<file path="config.mk">
export PLATFORM = sky130hd
export DESIGN_NAME = tms_scan_sequencer
export DESIGN_NICKNAME = d
export VERILOG_FILES = /design/src/include/tms_pkg.sv /design/src/design/tms_burst_gate.sv /design/src/design/tms_scan_sequencer.sv
export SDC_FILE = /design/constraint.sdc
export NUM_CORES = 1
export LEC_CHECK = 0
export BUFFER_PORTS_ARGS = -buffer_cell sky130_fd_sc_hd__clkbuf_2
export CAP_MARGIN = 20
export CORE_AREA = 2 2 416 418
export DETAILED_ROUTE_END_ITERATION = 7
export DIE_AREA = 0 0 418 420
export PLACE_DENSITY_LB_ADDON = 0.2
export SLEW_MARGIN = 30
export SYNTH_ARGS = -nofsm -noshare
export SYNTH_HDL_FRONTEND = slang
export SYNTH_SLANG_ARGS = --single-unit
</file>
<file path="constraint.sdc">
create_clock -name CLK -period 4.7 [get_ports CLK]
set_input_delay 0.47 -clock CLK [delete_from_list [all_inputs] [get_ports CLK]]
set_output_delay 0.47 -clock CLK [all_outputs]
set_load 0.1 [all_outputs]
</file>
<file path="src/include/tms_pkg.sv">
/*
 * Package for the touch matrix scan sequencer: matrix geometry, widths,
 * timing constants and sequencer state encodings shared by the design files.
 * Assumes a single 50 MHz system clock and no software register map.
 */
package tms_pkg;

	// ----------------------------------------------------------------
	// Matrix geometry
	// ----------------------------------------------------------------
	localparam int TMS_DRIVE_LINES = 8;
	localparam int TMS_RECV_LINES = 8;
	localparam int TMS_KEYS = 64;
	localparam int TMS_DRIVE_W = 3;
	localparam int TMS_KEY_W = 6;
	localparam logic [2:0] TMS_DRIVE_LINE_FIRST = 3'h0;
	localparam logic [2:0] TMS_DRIVE_LINE_LAST = 3'h7;

	// ----------------------------------------------------------------
	// Per-key setup widths
	// ----------------------------------------------------------------
	localparam int TMS_BURST_W = 8;
	localparam int TMS_LIMIT_W = 8;
	localparam int TMS_CONV_W = 10;
	localparam logic [7:0] TMS_LIMIT_DISABLED = 8'h00;

	// ----------------------------------------------------------------
	// Timing
	// ----------------------------------------------------------------
	localparam int TMS_CLK_MHZ = 50;
	localparam int TMS_READY_GRACE_US = 100;
	localparam int TMS_READY_GRACE_CYC = TMS_READY_GRACE_US * TMS_CLK_MHZ;
	localparam int TMS_PULSE_DIV = 8;
	localparam int TMS_SPI_MAX_KHZ = 4000;

	// ----------------------------------------------------------------
	// Sequencer states
	// ----------------------------------------------------------------
	typedef enum logic [2:0] {
		TMS_IDLE,
		TMS_SELECT,
		TMS_BURST,
		TMS_CONVERT,
		TMS_NEXT
	} tms_state_e;

endpackage : tms_pkg

</file>
<file path="src/design/tms_burst_gate.sv">
/*
 * One receive-line charge gate: counts drive pulses of the running burst
 * and keeps capture open only for the configured pulse count of its key.
 * Assumes pulse and start strobes come from the sequencer on the same clock.
 */
`timescale 1ns/10ps
module tms_burst_gate
	import tms_pkg::*;
#(
	parameter int BURST_W = TMS_BURST_W,
	parameter int CONV_W = TMS_CONV_W
) (
	// Clock and reset.
	input wire logic CLK,
	input wire logic RESET_N,
	// Burst control from the sequencer.
	input wire logic start,
	input wire logic pulse,
	input wire logic [BURST_W-1:0] burst_pulse_count,
	// Capture state toward the sequencer.
	output logic capture,
	output logic [CONV_W-1:0] charge
);

	// Pulses still to be captured on this line.
	logic [BURST_W-1:0] left_reg, left_next;
	// Accumulated charge proxy.
	logic [CONV_W-1:0] acc_reg, acc_next;

	// ----------------------------------------------------------------
	// Next-value logic
	// ----------------------------------------------------------------
	always_comb begin
		left_next = left_reg;
		acc_next = acc_reg;
		if (start) begin
			// A new burst reloads the count and clears the charge.
			left_next = burst_pulse_count;
			acc_next = '0;
		end else if (pulse && left_reg != '0) begin
			// Only counted pulses add charge on this line.
			left_next = left_reg - 1'b1;
			acc_next = acc_reg + 1'b1;
		end
	end

	// Registers only.
	always_ff @(posedge CLK or negedge RESET_N) begin
		if (!RESET_N) begin
			left_reg <= '0;
			acc_reg <= '0;
		end else begin
			left_reg <= left_next;
			acc_reg <= acc_next;
		end
	end

	assign capture = (left_reg != '0);
	assign charge = acc_reg;
endmodule : tms_burst_gate

</file>
<file path="src/design/tms_scan_sequencer.sv">
/*
 * Touch matrix scan sequencer: walks drive lines first to last, bursts one
 * line at a time, gates each receive line by its key's pulse count, then
 * hands out one converted value per enabled key. Also drives handshake pins.
 * Assumes per-key setup arrives as flat buses and SPI pins are asynchronous.
 */
`timescale 1ns/10ps
module tms_scan_sequencer
	import tms_pkg::*;
#(
	parameter int GRACE_CYC = TMS_READY_GRACE_CYC,
	parameter int PULSE_DIV = TMS_PULSE_DIV
) (
	// Clock and reset.
	input wire logic CLK,
	input wire logic RESET_N,
	// Per-key setup, key k at bits [8k+7:8k].
	input wire logic [TMS_KEYS*TMS_BURST_W-1:0] BURST_PULSE_COUNT,
	input wire logic [TMS_KEYS*TMS_LIMIT_W-1:0] KEY_DETECT_INTEGRATOR_LIMIT,
	// Touch state change request from processing logic.
	input wire logic TOUCH_CHANGE,
	// SPI slave pins.
	input wire logic SCK,
	input wire logic SS_N,
	input wire logic MOSI,
	output logic MISO,
	// Drive lines.
	output logic [TMS_DRIVE_LINES-1:0] DRIVE_LINE,
	// Converted results.
	output logic RESULT_VALID,
	output logic [TMS_KEY_W-1:0] RESULT_KEY,
	output logic [TMS_CONV_W-1:0] RESULT_VALUE,
	output logic SCAN_DONE,
	// Open-drain handshake pins.
	output logic COMMS_READY_LINE_O,
	output logic COMMS_READY_LINE_OE,
	output logic CHANGE_N_O,
	output logic CHANGE_N_OE,
	// Selected SPI slave status.
	output logic SPI_SELECTED
);

	// ----------------------------------------------------------------
	// Decode helpers
	// ----------------------------------------------------------------
	// Key index from receive and drive positions.
	function automatic logic [5:0] key_of(input logic [2:0] rx, input logic [2:0] dx);
		key_of = {rx, dx};
	endfunction : key_of

	// Enabled keys: a zero integrator limit disables the key.
	logic [TMS_KEYS-1:0] key_en;
	// Drive lines that have at least one enabled key.
	logic [TMS_DRIVE_LINES-1:0] line_en;
	genvar gk, gd, gr;
	generate
		for (gk = 0; gk < TMS_KEYS; gk++) begin : g_en
			assign key_en[gk] = KEY_DETECT_INTEGRATOR_LIMIT[gk*8 +: 8] != TMS_LIMIT_DISABLED;
		end
		for (gd = 0; gd < TMS_DRIVE_LINES; gd++) begin : g_line
			logic [TMS_RECV_LINES-1:0] col;
			for (gr = 0; gr < TMS_RECV_LINES; gr++) begin : g_col
				assign col[gr] = key_en[gr*8 + gd];
			end
			assign line_en[gd] = |col;
		end
	endgenerate

	// ----------------------------------------------------------------
	// Sequencer state
	// ----------------------------------------------------------------
	tms_state_e state_reg, state_next;
	logic [2:0] drive_reg, drive_next; // Current drive line.
	logic [2:0] recv_reg, recv_next; // Receive line being converted.
	logic [7:0] div_reg, div_next; // Pulse rate divider.
	logic burst_start; // Strobe that reloads all gates.
	logic pulse_en; // One-cycle drive pulse enable.
	logic [TMS_RECV_LINES-1:0] capturing; // Gates still open.
	logic [TMS_RECV_LINES*TMS_CONV_W-1:0] charge_bus; // Gate charges.
	logic res_valid_reg, res_valid_next;
	logic [5:0] res_key_reg, res_key_next;
	logic [TMS_CONV_W-1:0] res_val_reg, res_val_next;
	logic done_reg, done_next;

	// Lowest enabled drive line at or after a start point.
	function automatic logic [3:0] next_line(input logic [7:0] en, input logic [3:0] from);
		next_line = 4'h8;
		for (int i = 7; i >= 0; i--) begin
			if (en[i] && i >= int'(from)) begin
				next_line = 4'(i);
			end
		end
	endfunction : next_line

	// Receive gates, one per line, all fed by the same burst.
	generate
		for (gr = 0; gr < TMS_RECV_LINES; gr++) begin : g_gate
			// Key under this gate on the current drive line.
			wire logic [5:0] gate_key = key_of(3'(gr), drive_reg);
			tms_burst_gate u_gate (
				.CLK(CLK),
				.RESET_N(RESET_N),
				.start(burst_start),
				.pulse(pulse_en),
				.burst_pulse_count(key_en[gate_key] ? BURST_PULSE_COUNT[gate_key*8 +: 8] : 8'h00),
				.capture(capturing[gr]),
				.charge(charge_bus[gr*TMS_CONV_W +: TMS_CONV_W])
			);
		end
	endgenerate

	assign burst_start = (state_reg == TMS_SELECT);
	assign pulse_en = (state_reg == TMS_BURST) && (div_reg == 8'(PULSE_DIV - 1));

	// Next-value logic of the scan sequencer.
	always_comb begin
		logic [3:0] nl;
		nl = 4'h0;
		state_next = state_reg;
		drive_next = drive_reg;
		recv_next = recv_reg;
		div_next = 8'h00;
		res_valid_next = 1'b0;
		res_key_next = res_key_reg;
		res_val_next = res_val_reg;
		done_next = 1'b0;
		case (state_reg)
			TMS_IDLE: begin
				// Start at the first enabled line; stay idle if none.
				nl = next_line(line_en, 4'(TMS_DRIVE_LINE_FIRST));
				if (!nl[3]) begin
					drive_next = nl[2:0];
					state_next = TMS_SELECT;
				end
			end
			TMS_SELECT: begin
				// Gates reload this cycle; pulsing begins next.
				state_next = TMS_BURST;
			end
			TMS_BURST: begin
				// Whole burst runs until every gate has closed.
				div_next = pulse_en ? 8'h00 : div_reg + 8'h01;
				if (capturing == '0) begin
					recv_next = 3'h0;
					state_next = TMS_CONVERT;
				end
			end
			TMS_CONVERT: begin
				// One result per enabled key, receive order.
				if (key_en[key_of(recv_reg, drive_reg)]) begin
					res_valid_next = 1'b1;
					res_key_next = key_of(recv_reg, drive_reg);
					res_val_next = charge_bus[recv_reg*TMS_CONV_W +: TMS_CONV_W];
				end
				recv_next = recv_reg + 3'h1;
				if (recv_reg == 3'h7) begin
					state_next = TMS_NEXT;
				end
			end
			TMS_NEXT: begin
				// Skip lines without keys; wrap after the last.
				nl = (drive_reg == TMS_DRIVE_LINE_LAST) ? 4'h8 :
					next_line(line_en, {1'b0, drive_reg} + 4'h1);
				if (nl[3]) begin
					done_next = 1'b1;
					state_next = TMS_IDLE;
				end else begin
					drive_next = nl[2:0];
					state_next = TMS_SELECT;
				end
			end
			default: state_next = TMS_IDLE;
		endcase
	end

	// Sequencer registers.
	always_ff @(posedge CLK or negedge RESET_N) begin
		if (!RESET_N) begin
			state_reg <= TMS_IDLE;
			drive_reg <= 3'h0;
			recv_reg <= 3'h0;
			div_reg <= 8'h00;
			res_valid_reg <= 1'b0;
			res_key_reg <= 6'h00;
			res_val_reg <= '0;
			done_reg <= 1'b0;
		end else begin
			state_reg <= state_next;
			drive_reg <= drive_next;
			recv_reg <= recv_next;
			div_reg <= div_next;
			res_valid_reg <= res_valid_next;
			res_key_reg <= res_key_next;
			res_val_reg <= res_val_next;
			done_reg <= done_next;
		end
	end

	// Only the line under burst pulses; others stay low.
	always_comb begin
		DRIVE_LINE = '0;
		if (state_reg == TMS_BURST) begin
			DRIVE_LINE[drive_reg] = pulse_en;
		end
	end

	assign RESULT_VALID = res_valid_reg;
	assign RESULT_KEY = res_key_reg;
	assign RESULT_VALUE = res_val_reg;
	assign SCAN_DONE = done_reg;

	// ----------------------------------------------------------------
	// Handshake pins and SPI select
	// ----------------------------------------------------------------
	logic [1:0] ss_sync_reg, ss_sync_next; // Select synchroniser.
	logic [12:0] grace_reg, grace_next; // Ready delay after reset.
	logic ready_reg, ready_next;
	logic chg_reg, chg_next; // Change pending.

	// Next values for handshake state.
	always_comb begin
		ss_sync_next = {ss_sync_reg[0], SS_N};
		grace_next = grace_reg;
		ready_next = ready_reg;
		if (grace_reg != 13'(GRACE_CYC)) begin
			grace_next = grace_reg + 13'h1;
		end else begin
			ready_next = 1'b1;
		end
		// Change stays low until the host selects the slave; set wins.
		chg_next = TOUCH_CHANGE | (chg_reg & ~SPI_SELECTED);
	end

	// Handshake registers.
	always_ff @(posedge CLK or negedge RESET_N) begin
		if (!RESET_N) begin
			ss_sync_reg <= 2'h3;
			grace_reg <= 13'h0;
			ready_reg <= 1'b0;
			chg_reg <= 1'b0;
		end else begin
			ss_sync_reg <= ss_sync_next;
			grace_reg <= grace_next;
			ready_reg <= ready_next;
			chg_reg <= chg_next;
		end
	end

	// Slave selected once the synchronised select is low.
	assign SPI_SELECTED = ~ss_sync_reg[1];
	assign MISO = 1'b0;
	// Open drain: drive low while not ready, release high when ready.
	assign COMMS_READY_LINE_O = 1'b0;
	assign COMMS_READY_LINE_OE = ~ready_reg;
	assign CHANGE_N_O = 1'b0;
	assign CHANGE_N_OE = chg_reg;
endmodule : tms_scan_sequencer

</file>
==> key figures <==
Outcome
  – Status: completed

Critical path
  – Startpoint Class: flop
  – WS Path Type: flop to flop
  – WP data required: 5.11 ns
  – R2R depth: 10
  – Critical Path AT: 4.10 ns
  – Cell breakdown of the critical path: clkinv_2 -> buf_4 -> nand3_1 -> nand2_1 -> mux4_2 -> inv_1 -> mux4_2 -> a21bo_1 -> buf_12 -> mux2_2
  – Crit path top cell by count: mux4_2
  – Crit. End Element: flop
  – Critical Path Max Stage Delay: 0.65 ns
  – Worst Path Max Fanout: 20
  – Critical Path Slowest Stage Cell: dfrtp_4

Placement
  – Post-DP HPWL: 110 mm
  – GP Congestion: 0.892
  – Area after DPL: 25000 um2
  – Port bufs: 1056
  – Pre-CTS setup slack: 0.774 ns

Global route
  – Pin count of the biggest net entering global routing: 87
  – Initial antenna violation count: 36
  – Overflow after GRT: 0
  – Vias in the first global route: 19200
  – GRT Resource Usage Total: 13.8%
  – First-pass GRT wire length: 164 mm

Routing
  – Via Count: 18700
  – Drt first pass iters: 5
  – Post-route ant nets: 0
  – DRC viols: 0
  – Total Wirelength: 125 mm
  – Routed vias/inst: 3.72
  – Iter 0 DRT Violations: 1111
  – Wirelength per Cell: 24.9 um

STA
  – Worst-margin pin slew: 0.993 ns
  – Final Cycle Share: 78.5%
  – Period minus WS final: 3.69 ns
  – Slew Limit Fails: 0
  – Max Freq: 271 MHz
  – Post-route setup slack: 1.01 ns
  – Final setup fails: 0
  – Final Hold Fails: 0
  – RSZ-0062 raised after global routing: no
  – Slew HR: 33.3%
  – Fin Setup TNS: 0 ns
  – Clock skew: 0.0305 ns

Floorplan
  – CORE AREA: 171000 um2
  – I/O pin count: 1062
  – Die area: 176000 um2
  – Rows: 152
  – Die H: 420 um
  – Die W: 418 um
  – Initial core utilization: 9.55%

Logic synthesis
  – Syn_area_per_cell: 9.58 um2
  – Synth cell count leaders: nand2_1, dfrtp_1, nor4_1
  – Most common cell in the netlist: nand2_1
  – Yosys cell types: 67
  – Seq/Total Area, Yosys: 30.1%
  – Post-synth top area cell: dfrtp_1
  – Primary FF master, synth: dfrtp_1
  – Fraction of registers with async set/reset: 100%
  – Synth Register Bits: 196
  – Yosys warns: 0
  – Syn Inst Count: 1703
  – Mapped cell area: 16300 um2
  – Yosys top cell area share: 29.7%
  – Largest cells by area after synthesis: dfrtp_1, mux4_2, nor4_1, nand2_1, xor2_1
  – Post-synth EDFFs: 0

Finish
  – Share of cells above drive strength 1: 50.8%
  – Finished Cell Area: 25700 um2
  – Final core occ: 15.0%
  – Nets: 3846
  – Area Growth Syn to Fin: 57.4%
  – Max reg flops: 80

Clock tree
  – Clock transition at path regs: 0.11 ns
  – H-tree depth: 4
  – Root buffer cell: clkbuf_16
  – Worst-skew pair later-pin latency: 0.53 ns
  – Total CTS buffers: 17
  – CTS tree: yes
  – Maximum root-to-sink buffer count: 2
  – CTS sink count: 196
  – Postcts setup bufs: 0

Min path
  – Hold WC Path Type: input port to flop
  – Hold Path Cell Cnt: 2

Power
  – Leakage: 0.0113 uW
  – PD cells: 195 nW/um2
  – Max VDD drop: 0.324 mV

Job
  – Max cap viols: 0
==> power breakdown <==
group	leakage (uW)	switching [uW]	internal, uW	total (uW)
clock	0.000305	907	751	1660
combinational	0.00850	590	651	1240
sequential	0.00247	219	1890	2110
total	0.0113	1720	3290	5000
==> timing repair <==
action	CTS	global route
hold buffers	2	0
hold endpoints to repair	36	0
gates resized for setup	0	0
==> path summary, 6_finish.rpt <==
check | startpoint | to | slack, ns
max | drive_reg[2] | RESULT_VALUE[5] | 1.01
min | TOUCH_CHANGE | CHANGE_N_OE | 0.13
max reg2reg | drive_reg[2] | RESULT_VALUE[5] | 1.01
min reg2reg | ss_sync_reg[0] | ss_sync_reg[1] | 0.36
max in group asynchronous | RESET_N | g_gate[2].u_gate.left_reg[6] | 3.03
min in group asynchronous | RESET_N | ready_reg | 0.51
==> cells in the final DEF, fill, tap and decap left out, types with 11 or more instances in the layout <==
cell type,count
or3_1,13
nor2_1,139
nor4_1,123
o21ai_0,39
ha_1,34
xnor2_1,38
clkbuf_16,17
mux2i_1,48
xor2_1,70
mux2_2,35
mux4_2,137
inv_1,28
dfrtp_1,190
a311oi_1,16
nor3_1,34
nand2_1,212
buf_4,93
a221oi_1,12
a211oi_1,11
a21oi_1,77
diode_2,14
nand3_1,83
nor4_2,26
clkbuf_2,1054
and3_1,29
o22ai_1,24
nand4_1,56
nand2b_1,12
==> layer usage <==
layer  vias to the layer above  share of wire [%]  track usage [%]
li1                       8751                  -                -
met1                      9164                 46             18.7
met2                       696                 45             21.6
met3                       102                6.5             3.54
met4                        28                2.6             4.08
met5                         -               0.14                0
==> cells by family after synthesis <==
| kind of cell | synth area share, % |
|---|---|
| AND/OR/NAND/NOR | 23.8 |
| other | 0.0230 |
| XOR/XNOR | 5.80 |
| adder cells (fa/ha/maj) | 2.61 |
| AO/OA/AOI/OAI | 9.31 |
| buffers and inverters | 3.33 |
| flip-flops | 30.1 |
| multiplexers | 25.1 |
==> stage by stage <==
| step | hold WS [ns] | power, uW | std cells |
|---|---|---|---|
| after CTS | 0.0680 | 5090 | 5028 |
| final | 0.126 | 5000 | 5042 |
| after global placement | 0.348 | 3380 | 4994 |
| after floorplan | 0.174 | 2590 | 1705 |
| after global routing | 0.0874 | 5300 | 5036 |
| after detailed placement | 0.349 | 3380 | 4994 |
==> worst max-delay path, delay by kind of cell, from the launching register on <==
family                 cells  cell delay, ns
and+or+nand+nor            2            0.16
AOI/OAI and AO/OA          1            0.16
buffers and inverters      4            1.26
DFF                        1            0.65
muxes                      3            1.32
==> layout make-up <==
| cell class | count | area (um2) |
|---|---|---|
| inverters | 31 | 119 |
| multi-input cells | 1380 | 11100 |
| clock inverters | 14 | 190 |
| clock buffers | 18 | 439 |
| well taps | 2233 | 2790 |
| diodes | 14 | 35.0 |
| flip-flops and latches | 196 | 4920 |
| repair buffers | 1156 | 6130 |
| fillers | 19500 | 145000 |
No activity file was read; power rests on OpenSTA's default activity.
